`src/shared/commut_pkg.sv`:
```
package commut_pkg;
  // ****************************************************************
  // Timing
  // ****************************************************************
  localparam int CLK_PERIOD_NS = 100;
  localparam int DEAD_TIME_NS = 500;
  localparam int BLANK_TIME_NS = 1000;
  localparam int OFF_TIME_NS = 25000;
  localparam int OC_HOLD_NS = 100000;
  // Least times round up to whole cycles
  localparam int DEAD_CYC = (DEAD_TIME_NS + CLK_PERIOD_NS - 1) / CLK_PERIOD_NS;
  localparam int BLANK_CYC = (BLANK_TIME_NS + CLK_PERIOD_NS - 1) / CLK_PERIOD_NS;
  localparam int OFF_CYC = (OFF_TIME_NS + CLK_PERIOD_NS - 1) / CLK_PERIOD_NS;
  localparam int OC_HOLD_CYC = (OC_HOLD_NS + CLK_PERIOD_NS - 1) / CLK_PERIOD_NS;
  localparam int CNT_W = 12;
  // ****************************************************************
  // Hall codes, order {hall_in_1, hall_in_2, hall_in_3}
  // ****************************************************************
  localparam logic [2:0] HALL_HLL = 3'h4;
  localparam logic [2:0] HALL_HHL = 3'h6;
  localparam logic [2:0] HALL_LHL = 3'h2;
  localparam logic [2:0] HALL_HHH = 3'h7;
  localparam logic [2:0] HALL_LHH = 3'h3;
  localparam logic [2:0] HALL_LLH = 3'h1;
  localparam logic [2:0] HALL_HLH = 3'h5;
  localparam logic [2:0] HALL_LLL = 3'h0;
  // ****************************************************************
  // Types
  // ****************************************************************
  typedef enum logic [1:0] {ROLE_FLOAT, ROLE_HIGH, ROLE_PWM} role_e;
  typedef enum logic {CHOP_ON, CHOP_OFF} chop_e;
endpackage : commut_pkg

```
`src/shared/leg_if.sv`:
```
interface leg_if;
  logic want_hs;
  logic want_ls;
  logic hs;
  logic ls;
  logic busy;
  modport leg (input want_hs, input want_ls, output hs, output ls, output busy);
  modport ctrl (output want_hs, output want_ls, input hs, input ls, input busy);
endinterface : leg_if

```
`src/phase_leg.sv`:
```
module phase_leg
  import commut_pkg::*;
#(
  parameter int DEAD = DEAD_CYC
) (
  input wire logic clk,
  input wire logic rst_n,
  leg_if.leg bus
);
  logic [CNT_W-1:0] dead_cnt;
  logic hs_q;
  logic ls_q;
  wire any_now = hs_q | ls_q;
  wire any_want = bus.want_hs | bus.want_ls;
  wire differ = (hs_q != bus.want_hs) || (ls_q != bus.want_ls);
  // Switching between two driven states passes through both-off
  wire need_dead = differ && any_now && any_want;
  wire counting = dead_cnt != '0;

  always_ff @(posedge clk) begin
    if (!rst_n) begin
      hs_q <= 1'b0;
      ls_q <= 1'b0;
      dead_cnt <= '0;
    end else if (!any_want) begin
      hs_q <= 1'b0;
      ls_q <= 1'b0;
      dead_cnt <= '0;
    end else if (need_dead) begin
      hs_q <= 1'b0;
      ls_q <= 1'b0;
      dead_cnt <= CNT_W'(DEAD);
    end else if (counting) begin
      dead_cnt <= dead_cnt - 1'b1;
    end else begin
      hs_q <= bus.want_hs;
      ls_q <= bus.want_ls;
    end
  end

  assign bus.hs = hs_q;
  assign bus.ls = ls_q;
  assign bus.busy = counting;
endmodule : phase_leg

```
`src/hall_six_step_commutator.sv`:
```
// Overview of operation
// - Over-temperature drives the active-low fault flag low.
// - Overcurrent on any half-bridge drives the fault flag low.
// - Forward decode of the four codes shared by both sensor placements.
// - 120-degree codes LHL and HLH decoded in forward direction.
// - 60-degree codes HHH and LLL copy LHL and HLH patterns.
// - Backward swaps high-side and PWM roles; floating phase unchanged.
// - Current limited by PWM with fixed off time on the PWM phase.
// - Brake low turns on all three high sides, overriding decode.
// - Overcurrent still disables bridges and flags fault while braking.
// - Dead time with both transistors off when a leg switches directly between two driven states.
// - Sense comparator ignored for a blanking time after dead time.
module hall_six_step_commutator
  import commut_pkg::*;
#(
  parameter int OFF_TIME = OFF_CYC,
  parameter int BLANK = BLANK_CYC,
  parameter int OC_HOLD = OC_HOLD_CYC
) (
  input wire logic CLK,
  input wire logic RST_N,
  input wire logic HALL_IN_1,
  input wire logic HALL_IN_2,
  input wire logic HALL_IN_3,
  input wire logic ROTATION_DIRECTION,
  input wire logic BRAKE_N,
  input wire logic SENSE_TRIP,
  input wire logic [2:0] OVERCURRENT,
  input wire logic OVER_TEMP,
  output logic [2:0] HIGH_SIDE_ON,
  output logic [2:0] LOW_SIDE_ON,
  output logic FAULT_FLAG_N
);
  localparam int BRAKE_MAX = DEAD_CYC + 3;

  // ****************************************************************
  // Input synchronisers
  // ****************************************************************
  logic [9:0] sync_meta;
  logic [9:0] sync_q;
  always_ff @(posedge CLK) begin
    if (!RST_N) begin
      sync_meta <= 10'h300;
      sync_q <= 10'h300;
    end else begin
      sync_meta <= {ROTATION_DIRECTION, BRAKE_N, OVER_TEMP, OVERCURRENT, SENSE_TRIP,
                    HALL_IN_1, HALL_IN_2, HALL_IN_3};
      sync_q <= sync_meta;
    end
  end
  wire [2:0] hall_code = sync_q[2:0];
  wire sense_s = sync_q[3];
  wire [2:0] oc_s = sync_q[6:4];
  wire temp_s = sync_q[7];
  wire brake_n_s = sync_q[8];
  // Direction can be chopped by the controller for voltage mode
  // swapping roles each edge applies the mean phase voltage.
  logic fwd_s;
  always_ff @(posedge CLK) begin
    if (!RST_N) begin
      fwd_s <= 1'b1;
    end else begin
      fwd_s <= sync_q[9];
    end
  end

  // ****************************************************************
  // Hall decode
  // ****************************************************************
  role_e fwd_role [3];
  role_e role [3];
  always_comb begin
    fwd_role[0] = ROLE_FLOAT;
    fwd_role[1] = ROLE_FLOAT;
    fwd_role[2] = ROLE_FLOAT;
    unique case (hall_code)
      HALL_HLL: begin
        fwd_role[0] = ROLE_HIGH;
        fwd_role[2] = ROLE_PWM;
      end
      HALL_HHL: begin
        fwd_role[1] = ROLE_HIGH;
        fwd_role[2] = ROLE_PWM;
      end
      HALL_LHL, HALL_HHH: begin
        fwd_role[0] = ROLE_PWM;
        fwd_role[1] = ROLE_HIGH;
      end
      HALL_LHH: begin
        fwd_role[0] = ROLE_PWM;
        fwd_role[2] = ROLE_HIGH;
      end
      HALL_LLH: begin
        fwd_role[1] = ROLE_PWM;
        fwd_role[2] = ROLE_HIGH;
      end
      HALL_HLH, HALL_LLL: begin
        fwd_role[0] = ROLE_HIGH;
        fwd_role[1] = ROLE_PWM;
      end
    endcase
  end
  for (genvar p = 0; p < 3; p++) begin : g_dir
    assign role[p] = fwd_s ? fwd_role[p] :
                     (fwd_role[p] == ROLE_HIGH) ? ROLE_PWM :
                     (fwd_role[p] == ROLE_PWM) ? ROLE_HIGH : ROLE_FLOAT;
  end

  // ****************************************************************
  // Protection
  // ****************************************************************
  // The hold keeps the bridge off long enough for the load current to
  // decay, avoiding a build-up from repeated overcurrent events.
  logic [CNT_W-1:0] oc_hold;
  logic tripped;
  wire oc_any = |oc_s;
  wire next_tripped = temp_s || oc_any || (oc_hold != '0);
  always_ff @(posedge CLK) begin
    if (!RST_N) begin
      oc_hold <= '0;
      tripped <= 1'b0;
      FAULT_FLAG_N <= 1'b1;
    end else begin
      oc_hold <= oc_any ? CNT_W'(OC_HOLD) : (oc_hold != '0) ? oc_hold - 1'b1 : '0;
      tripped <= next_tripped;
      FAULT_FLAG_N <= !(temp_s || oc_any);
    end
  end

  // ****************************************************************
  // Current chopper
  // ****************************************************************
  leg_if lg [3] ();
  wire [2:0] leg_busy = {lg[2].busy, lg[1].busy, lg[0].busy};
  chop_e chop;
  logic [CNT_W-1:0] off_cnt;
  logic [CNT_W-1:0] blank_cnt;
  // Comparator is blind while a leg is dead and for the blanking after
  wire sense_ok = sense_s && (leg_busy == 3'h0) && (blank_cnt == '0);
  always_ff @(posedge CLK) begin
    if (!RST_N) begin
      chop <= CHOP_ON;
      off_cnt <= '0;
      blank_cnt <= CNT_W'(BLANK);
    end else begin
      unique case (chop)
        CHOP_ON: begin
          if (leg_busy != 3'h0) begin
            blank_cnt <= CNT_W'(BLANK);
          end else if (blank_cnt != '0) begin
            blank_cnt <= blank_cnt - 1'b1;
          end
          if (sense_ok) begin
            chop <= CHOP_OFF;
            off_cnt <= CNT_W'(OFF_TIME - 1);
          end
        end
        CHOP_OFF: begin
          blank_cnt <= CNT_W'(BLANK);
          if (off_cnt == '0) begin
            chop <= CHOP_ON;
          end else begin
            off_cnt <= off_cnt - 1'b1;
          end
        end
      endcase
    end
  end

  // ****************************************************************
  // Bridge legs
  // ****************************************************************
  // Off time recirculates on the high sides (slow decay)
  for (genvar p = 0; p < 3; p++) begin : g_leg
    wire drive_hs = (role[p] == ROLE_HIGH) || (role[p] == ROLE_PWM && chop == CHOP_OFF);
    wire drive_ls = (role[p] == ROLE_PWM) && (chop == CHOP_ON);
    assign lg[p].want_hs = !tripped && (!brake_n_s || drive_hs);
    assign lg[p].want_ls = !tripped && brake_n_s && drive_ls;
    assign HIGH_SIDE_ON[p] = lg[p].hs;
    assign LOW_SIDE_ON[p] = lg[p].ls;
    phase_leg #(.DEAD(DEAD_CYC)) u_leg (
      .clk(CLK),
      .rst_n(RST_N),
      .bus(lg[p])
    );
  end
endmodule : hall_six_step_commutator

```
`config.mk`:
```
export PLATFORM = sky130hd
export DESIGN_NAME = hall_six_step_commutator
export DESIGN_NICKNAME = d
export VERILOG_FILES = /design/src/shared/commut_pkg.sv /design/src/shared/leg_if.sv /design/src/phase_leg.sv /design/src/hall_six_step_commutator.sv
export SDC_FILE = /design/constraint.sdc
export NUM_CORES = 1
export LEC_CHECK = 0
export BUFFER_PORTS_ARGS = -buffer_cell sky130_fd_sc_hd__buf_2
export CAP_MARGIN = 10
export CORE_MARGIN = 4
export CORE_UTILIZATION = 45
export DETAILED_ROUTE_END_ITERATION = 12
export GPL_TIMING_DRIVEN = 0
export PLACE_DENSITY = 0.71
export SYNTH_ARGS = -nofsm -noshare
export SYNTH_HDL_FRONTEND = slang
export SYNTH_SLANG_ARGS = --single-unit
```
`constraint.sdc`:
```
create_clock -name CLK -period 2.5 [get_ports CLK]
set_input_delay 0.125 -clock CLK [delete_from_list [all_inputs] [get_ports CLK]]
set_output_delay 0.125 -clock CLK [all_outputs]
set_load 0.02 [all_outputs]
```
# ---- Yosys cells after proc, flatten, opt, wreduce, memory -nomap -nowiden
# Index checks and enable logic that the tools add are counted.
dict set report totals {
  regBits 102
  out_inout_bits 7
  latch_bits 0
  word_cells 160
  memories 0
  mem_bits_ro 0
  inputBits 12
  mem_bits_rw 0
}
dict set report op_classes {
  n_eq_ne 28
  shifts 0
  n_lt_le_gt_ge 0
  n_reduce_logical 63
  n_mux 29
  n_div 0
  bitwise_logic 12
  add_sub_neg 6
  multipliers 0
}
# operator n
set op_table {}
lappend op_table {{subtractor 12 x 1 -> 12 bit (second input constant)} 6}
lappend op_table {{nonzero test 12 bit} 5}
lappend op_table {{2-to-1 mux 12 bit} 4}
lappend op_table {{one-hot mux 12 bit (2 select lines)} 2}
lappend op_table {{zero test 12 bit} 2}
lappend op_table {{OR reduction 3 bit} 8}
lappend op_table {{logical AND 1 bit} 21}
lappend op_table {{2-to-1 mux 10 bit} 2}
lappend op_table {{2-to-1 mux 3 bit} 6}
lappend op_table {{== test 2 x 1 -> 1 bit (second input constant)} 6}
lappend op_table {{== test 2 bit (second input constant)} 6}
lappend op_table {{== test 3 bit (second input constant)} 4}
lappend op_table {{2-to-1 mux 2 bit} 6}
lappend op_table {{one-hot mux 2 bit (2 select lines)} 3}
lappend op_table {{logical OR 1 bit} 11}
lappend op_table {{AND reduction 2 bit} 4}
lappend op_table {{== test 3 x 2 -> 1 bit (second input constant)} 2}
lappend op_table {{zero test 3 bit} 2}
lappend op_table {{!= test 1 bit} 6}
lappend op_table {{NOT 1 bit} 6}
lappend op_table {{bitwise OR 1 bit} 6}
lappend op_table {{nonzero test 2 bit} 3}
lappend op_table {{2-to-1 mux 1 bit} 5}
lappend op_table {{OR reduction 5 bit} 1}
lappend op_table {{other kinds (7)} 11}

# ---- Depth between registers and ports, before layout
# Gate-level depths: netlist of run 1.
dict set report logic_depth {
  ltp_word 17
  depth_mapped 9
  depth_no_buf 7
}

# ---- By module
# From an unflattened synthesis of run 1, not the netlist that was laid out.
dict set report unflattened {
  hier_cells 554
  area_unflattened_um2 4853.4
}
# module cells_per_inst area_each_um2 n_inst seq_area_each_um2
set modules_own_cells {}
lappend modules_own_cells {hall_six_step_commutator 301 2696.3 1 1201.2}
lappend modules_own_cells {{phase_leg at g_leg[0].u_leg ...} 87 725.7 2 280.3}
lappend modules_own_cells {{phase_leg at g_leg[2].u_leg} 79 705.7 1 280.3}

# ---- Worst setup path after synthesis of run 1
# Ideal clock, no wire load.
dict set report synth_timing {
  path_kind {reg-to-reg}
  from {register g_leg[1].u_leg.dead_cnt[0]}
  to {register off_cnt[0]}
  path_buffers 0
  setup_time_ns 0.079
  period_less_slack_ns 2.081
  arrival_time_ns 2.001
  path_stages_with_launch 8
  required_time_ns 2.421
  path_slack_ns 0.419
  path_cell_list {dfxtp_1 inv_1 ha_1 nor3b_1 nand3_2 or4_4 and2_4 a211oi_2}
}
dict set report synth_via {
  elab_chain_cells 6
}
# item line_no
set synth_rtl {}
lappend synth_rtl {{start: declaration} phase_leg.sv:10} ;# logic [CNT_W-1:0] dead_cnt;
lappend synth_rtl {{start signal: assignment} phase_leg.sv:32} ;# dead_cnt <= CNT_W'(DEAD);
lappend synth_rtl {{start signal: assignment} phase_leg.sv:34} ;# dead_cnt <= dead_cnt - 1'b1;
lappend synth_rtl {{nonzero test 12 bit} phase_leg.sv:18} ;# wire counting = dead_cnt != '0;
lappend synth_rtl {{zero test 3 bit} hall_six_step_commutator.sv:139} ;# wire sense_ok = sense_s && (leg_busy == 3'h0) && (blank_cnt == '0);
lappend synth_rtl {{logical AND 1 bit (2 in series)} hall_six_step_commutator.sv:139}
lappend synth_rtl {{!= test 2 bit (no line)} --}
lappend synth_rtl {{AND reduction 2 bit (no line)} --}
lappend synth_rtl {{end signal: assignment} hall_six_step_commutator.sv:155} ;# off_cnt <= CNT_W'(OFF_TIME - 1);
lappend synth_rtl {{end signal: assignment} hall_six_step_commutator.sv:163} ;# off_cnt <= off_cnt - 1'b1;
lappend synth_rtl {{end: declaration} hall_six_step_commutator.sv:136} ;# logic [CNT_W-1:0] off_cnt;
# No other way between the ends.
# A chain may end at the register's enable or synchronous reset.

# ---- Worst setup path after layout of run 1
dict set report layout_timing {
  from {register off_cnt[0]}
  to {register off_cnt[7]}
}
dict set report layout_via {
  elab_chain_cells 3
  word_cells_on_any_way 6
  classes_between {add/sub: 1; eq/ne: 1; mux: 2; reduce/logical: 2}
}
# item line_no
set layout_rtl {}
lappend layout_rtl {{subtractor 12 x 1 -> 12 bit / zero test 12 bit (equally long branches)} {hall_six_step_commutator.sv:163, hall_six_step_commutator.sv:160}}
lappend layout_rtl {{2-to-1 mux 12 bit / != test 2 bit (equally long branches)} --}
lappend layout_rtl {{one-hot mux 12 bit (2 select lines) / AND reduction 2 bit (equally long branches)} --}
# Several ways; a longest one is shown, not always the timed one. The select of a mux whose other input is x is not followed.

==> results of run 1 <==
power by group through the flow:
stage	registers [uW]	clock network (uW)	logic, uW
5_1_grt	2110	1120	2810
3_5_place_dp	2100	0	2410
2_1_floorplan	2060	0	2000
6_report	2080	1010	2480
4_1_cts	2070	1050	2470
3_3_place_gp	2090	0	2350
final timing paths:
path                start  slack (ps)           end  cells past startpoint
max            off_cnt[0]         170    off_cnt[7]                      8
min                 RST_N         100  blank_cnt[0]                      3
max reg2reg    off_cnt[0]         170    off_cnt[7]                      8
min reg2reg  sync_meta[8]         420     sync_q[8]                      1
cell type report:
class,count,area (sq um),area share
buffer,25,123,0.0234
clock buffer,9,124,0.0237
clock inverter,7,75.1,0.0143
inverter,20,75.1,0.0143
multi-input combinational,379,2440,0.466
sequential,102,2040,0.390
tap,133,166,0.0318
timing repair buffer,28,190,0.0363
metrics by stage:
stage / worst slack, ps / setup TNS, ps / util
final: 171 / 0 / 0.528
after global routing: 9.02 / 0 / 0.528
after CTS: 82.3 / 0 / 0.525
after detailed placement: -175 / -604 / 0.494
after global placement: -131 / -437 / 0.494
after floorplan: 419 / 0 / -
state kept, by name, indices dropped and copies added, names as in the netlist:
register,flops
FAULT_FLAG_N,1
blank_cnt,12
chop,1
fwd_s,1
g_leg.u_leg.bus.hs,3
g_leg.u_leg.bus.ls,3
g_leg.u_leg.dead_cnt,36
oc_hold,12
off_cnt,12
sync_meta,10
sync_q,10
tripped,1
layer usage:
layer,vias up,part of all wire
met4,0,0.0060
met1,1707,0.48
li1,1926,-
met2,38,0.48
met5,-,0
met3,5,0.030
cell usage in the layout (no fill, tap or decap), types with 5 or more instances in the layout:
master         instances
dfxtp_1              102
nor2_1                59
nand2_1               36
a21oi_1               32
nor3_1                26
xnor2_1               25
buf_2                 23
inv_1                 20
and2_1                19
or3_1                 16
xor2_1                15
clkbuf_1              14
nand2b_1              14
o21ai_0               13
nor4_1                10
dlygate4sd3_1         10
clkbuf_8               9
mux2i_1                8
or4_1                  8
nand3_1                7
o31ai_1                7
nor2b_1                6
ha_1                   6
buf_4                  6
nor3b_1                5
nand3b_1               5
repair_timing:
action                                  4_1_cts  5_1_grt
hold buffers                                 10        0
gates resized for setup                       2        5
hold endpoints to repair                     10        0
endpoints found under the setup margin        5       16
pin swaps                                     0        1
buffers inserted                              0        0
worst register-to-register path, stage by stage, from the launching register on:
cell	delay, ps
dfxtp_1	320
inv_1	100
ha_1	210
or3b_2	450
o41ai_1	400
clkbuf_1	380
nor2_1	110
xnor2_1	140
a21oi_1	80
logic make-up (layout without fill, tap and decap cells):
kind of cell,after synthesis,in the layout,synth area share
and+or+nand+nor,240,240,0.289
muxes,8,8,0.0173
DFF,102,102,0.440
buffers and inverters,45,89,0.0426
AOI/OAI and AO/OA,85,85,0.118
xor gates and xnor gates,40,40,0.0756
adders and majority gates,6,6,0.0162
==> results by group, run 1 <==
Outcome
  – Status: finished, final reports clean

Synth
  – Synth top cells by count: dfxtp_1, nor2_1, nand2_1, a21oi_1, nor3_1
  – Area share of the largest cell type after synthesis: 0.440
  – Flop and latch count out of synthesis: 102
  – Post-synth top area cell: dfxtp_1
  – Synthesis Warnings: 0
  – Mapped cell area: 4640 sq um
  – Synth cell types: 57
  – Ys flop type: dfxtp_1
  – Seq/Total Area, Yosys: 0.440
  – Top-count cell post-synth: dfxtp_1
  – Asr flop ratio synth: 0
  – Synth Area per Inst: 8.81 sq um
  – Net Count, Synth: 544
  – Gate Count Post-Synth: 526
  – EDFF count, synth: 0
  – Synth top area cells: dfxtp_1, nor2_1, xnor2_1, a21oi_1, nand2_1

Die
  – FP Rows: 36
  – Total die area: 12000 sq um
  – Area of the core: 9910 sq um
  – Die Ht: 109 um
  – Num ports: 19
  – Initial Util: 0.468
  – Die Wd: 109 um

Placed design
  – Placed cell count: 677
  – Placed cell area: 4890 sq um
  – DP HPWL: 6.36 mm
  – GPL Wtd Cong: 0.809
  – Port bufs: 18

Min path
  – Hold Crit Class: input port to flop

Power and ir drop
  – Clock power share: 0.181
  – Internal power: 3270 uW
  – Switching Fraction: 0.413
  – Reg power frac: 0.373
  – Final total power: 5570 uW
  – Gate power share: 0.446
  – Switching power: 2300 uW
  – Cell Pwr Density: 1060 nW/um^2
  – Static Leak: 0.00200 uW
  – Worst ir drop on vdd: 0.000832 V

Finish
  – Antenna Cells: 0
  – Layout area overhead: 12.9%
  – Nets: 583
  – Fraction of layout cells with a size suffix above 1: 0.114
  – Finished Layout Cells: 703
  – Final Cell Area: 5230 sq um
  – Layout fillers: 908

Route
  – Initial DRT Pass Iterations: 4
  – Final WL: 8.85 mm
  – Routed via count: 3676
  – DRC violations left: 0
  – Initial DRC Count: 141
  – Routed length per instance: 12.6 um
  – Vias/cell: 5.23
  – Post-DRT Antenna Nets: 0

Setup path
  – Crit Path Class: flop to flop
  – Crit-path cells: inv_1 -> ha_1 -> or3b_2 -> o41ai_1 -> clkbuf_1 -> nor2_1 -> xnor2_1 -> a21oi_1
  – Crit path max fanout: 10
  – Buf/Inv on CP: 2
  – Worst EP required: 2740 ps
  – Delay-heaviest family, CP: simple AND/OR/NAND/NOR gates
  – Worst path slowest cell: or3b_2
  – Crit path launch type: flop
  – Arr. time, crit path: 2570 ps
  – Max stage delay on crit path: 450 ps
  – Type of destination of the critical path: flop

Global routing
  – Antenna violations before repair: 0
  – Largest net degree at the start of global routing: 21
  – First-pass GRT wire length: 15.9 mm
  – Met3 usage: 0.0417
  – Vias in the first global route: 3525
  – Global-route met1 utilization: 0.205
  – Gr usage total: 0.162
  – GR Overflow Total: 0
  – Met2 usage: 0.277
  – Busiest grt layer: met2

Clock tree
  – CTS tree: done
  – Clk_lat worst skew: 370 ps
  – CTS buffer count: 9
  – CTS root buf: clkbuf_8
  – CTS max path bufs: 2
  – Sink Count: 102
  – H-tree levels: 3
  – Worst-path clk slew: 100 ps

Timing
  – Max-slew violations: 0
  – Setup Viol. Count Final: 0
  – Final min period: 2330 ps
  – Hold_ws: 96.1 ps
  – Worst relative slew slack: 0.524
  – Hold Vio Cnt, Final: 0
  – Fmax: 429 MHz
  – RSZ-0062 raised after global routing: no
  – Clk_skew: 9.13 ps
  – Slew of the pin with the lowest slew margin: 708 ps
  – Fin crit share: 0.931

Job
  – MaxCap Viol Count: 0
Power figures use the tool's default switching activity.
==> inputs of run 2 (changes only) <==
Settings changed: GPL_TIMING_DRIVEN 0 to 1, SETUP_SLACK_MARGIN from default to 0.4.
Clock period 2.5 ns to 3 ns, I/O delays scaled along.
==> run 2 against run 1 <==
Register-to-register slack gained 540 ps; sequential power shrank 17%; total power shrank 18%; final area shrank 2.0%; clock-buffer cell count grew 1; final cell count shrank 2.6%; critical path depth shrank 1; global-route usage shrank 0.26 points; worst setup slack gained 540 ps; combinational power shrank 20%; via count shrank 0.46%; core utilization shrank 1.1 points; critical path type unchanged; highest routed layer unchanged.
==> results by group, run 2 (synthesized netlist as in run 1, its figures left out) <==
Global routing
  – First-pass GRT wire length: 15.5 mm (-2.3%)
  – Gr usage total: 0.160 (-0.00256)
  – GR Overflow Total: 0 (unchanged)
  – Vias in the first global route: 3541 (+0.45%)
  – Antenna violations before repair: 0 (unchanged)
  – Largest net degree at the start of global routing: 31 (+48%)

Clock tree
  – Sink Count: 102 (unchanged)
  – H-tree levels: 3 (unchanged)
  – Clk_lat worst skew: 380 ps (about the same)
  – CTS tree: done
  – Worst-path clk slew: 110 ps (about the same)
  – CTS buffer count: 9 (unchanged)
  – CTS max path bufs: 2 (unchanged)
  – CTS root buf: clkbuf_8

Job
  – MaxCap Viol Count: 0 (unchanged)

Finish
  – Largest register by flop count: g_leg.u_leg.dead_cnt
  – Most common cell after layout, fill and taps aside: dfxtp_1
  – Layout area overhead: 10.6%
  – Largest register FFs: 36 (unchanged)
  – Fraction of layout cells with a size suffix above 1: 0.105 (-0.00896)
  – Final Cell Area: 5130 sq um (-2.0%)
  – Commonest non-fill, non-tap cells in the layout: dfxtp_1, nor2_1, nand2_1, a21oi_1, nor3_1
  – Antenna Cells: 0 (unchanged)
  – Sequential cell area: 2040 sq um (unchanged)
  – Multi-input combinational cell area: 2400 sq um (-1.5%)
  – Layout fillers: 931 (+2.5%)
  – Nets: 565 (-3.1%)

Min path
  – Worst hold stages: 3 (unchanged)
  – Hold Crit Class: input port to flop

Setup path
  – Type of destination of the critical path: flop
  – Crit-path cells: inv_1 -> ha_1 -> nor3b_1 -> and4b_1 -> nand2_1 -> or3_1 -> a21oi_1
  – Arr. time, crit path: 2590 ps (+20 ps)
  – Cells on worst reg2reg path: 7 (-1)
  – Max stage delay on crit path: 480 ps (+30 ps)
  – Worst path slowest cell: or3_1
  – Crit Path Class: flop to flop
  – Crit path launch type: flop
  – Crit path max fanout: 9 (-1)
  – Worst EP required: 3300 ps (+560 ps)

Route
  – Post-DRT Antenna Nets: 0 (unchanged)
  – Routed via count: 3659 (-0.46%)
  – Final WL: 8.62 mm (-2.5%)
  – DRC violations left: 0 (unchanged)
  – Initial DRC Count: 189 (+34%)
  – Routed length per instance: 12.6 um (about the same)
  – Initial DRT Pass Iterations: 4 (unchanged)
  – Vias/cell: 5.34 (+2.2%)

Die
  – Total die area: 12000 sq um (unchanged)
  – Num ports: 19 (unchanged)
  – FP Rows: 36 (unchanged)
  – Area of the core: 9910 sq um (unchanged)
  – Initial Util: 0.468 (unchanged)
  – Die Ht: 109 um (unchanged)
  – Die Wd: 109 um (unchanged)

Timing
  – Clk_skew: 14.1 ps (+4.93 ps)
  – Setup Viol. Count Final: 0 (unchanged)
  – Max-slew violations: 0 (unchanged)
  – RSZ-0062 raised after global routing: no
  – Total negative slack: 0 ps (unchanged)
  – Fin crit share: 0.763 (-0.168)
  – Slew of the pin with the lowest slew margin: 950 ps (+243 ps)
  – Worst relative slew slack: 0.364 (-0.161)
  – Final min period: 2290 ps (-38.5 ps)
  – Fmax: 437 MHz (+1.7%)
  – Hold Vio Cnt, Final: 0 (unchanged)

Power and ir drop
  – Worst ir drop on vdd: 0.000587 V (-29%)
  – Internal power: 2730 uW (-17%)
  – Clock power share: 0.187 (+0.006)
  – Static Leak: 0.00197 uW (-1.8%)
  – Gate power share: 0.434 (-0.012)
  – Switching power: 1850 uW (-19%)
  – Reg power frac: 0.379 (+0.006)
  – Switching Fraction: 0.404 (-0.00848)
  – Cell Pwr Density: 893 nW/um^2 (-16%)

Placed design
  – DP HPWL: 6.09 mm (-4.2%)
  – Port bufs: 18 (unchanged)
  – Placed cell area: 4820 sq um (-1.4%)
  – GPL Wtd Cong: 0.816 (+0.82%)

Outcome
  – Status: finished, final reports clean
[run 2: changes by cell type in the layout (fill, tap and decap cells not counted), moves of 2 or more]
cell and delta:
clkbuf_1 -14, buf_2 -5, nor4_1 +2, nor4_4 -2
[run 2: worst paths after layout]
path                                                  from           end  slack [ps]
worst max-delay path            g_leg[0].u_leg.dead_cnt[0]  blank_cnt[9]         710
worst min register to register                sync_meta[9]     sync_q[9]         430
worst min-delay path                                 RST_N          chop         200
worst max register to register  g_leg[0].u_leg.dead_cnt[0]  blank_cnt[9]         710
[run 2: what timing repair did]
item                                    4_1_cts  5_1_grt
endpoints found under the hold margin        10        0
setup buffers                                 0        0
endpoints found under the setup margin        0        8
hold buffers                                 10        0
gates resized for setup                       0        2
[run 2: area by class of cell]
cell class                      count  area share
Timing Repair Buffer               35      0.0473
Clock inverter                      6      0.0122
Sequential cell                   102       0.398
Multi-Input combinational cell    379       0.468
Clock buffer                       10      0.0268
Tap cell                          133      0.0324
Inverter                           20      0.0146
[run 2: per-layer routing]
metal	up-vias	global-route usage	share of wire
li1	1882	-	-
met1	1718	0.200	0.47
met2	49	0.269	0.48
met3	10	0.0417	0.035
met4	0	0.0490	0.013
met5	-	0	0
[run 2: power by group through the flow]
stage	sequential [uW]	clock (uW)	combinational, uW
after CTS	1730	889	1980
after global placement	1750	0	1910
after detailed placement	1750	0	1940
after global routing	1760	933	2270
final	1730	858	1990
after floorplan	1720	0	1670
[run 2: through the flow]
| stage | hold WS (ps) | setup WS, ps | cells | power, uW | utilization |
|---|---|---|---|---|---|
| 2_1_floorplan | 251 | 919 | 526 | 3380 | - |
| 3_3_place_gp | 333 | 796 | 659 | 3650 | 0.487 |
| 3_5_place_dp | 336 | 592 | 659 | 3700 | 0.487 |
| 4_1_cts | 194 | 582 | 685 | 4600 | 0.517 |
| 5_1_grt | 224 | 476 | 685 | 4970 | 0.518 |
| 6_report | 204 | 710 | 685 | 4580 | 0.518 |
[run 2: critical path: cells and delay by family (launching register included)]
kind | cells | cell delay (ps)
buf+inv | 1 | 60
flops | 1 | 360
compound gates | 1 | 170
fa+ha+maj | 1 | 180
simple gates | 4 | 1430
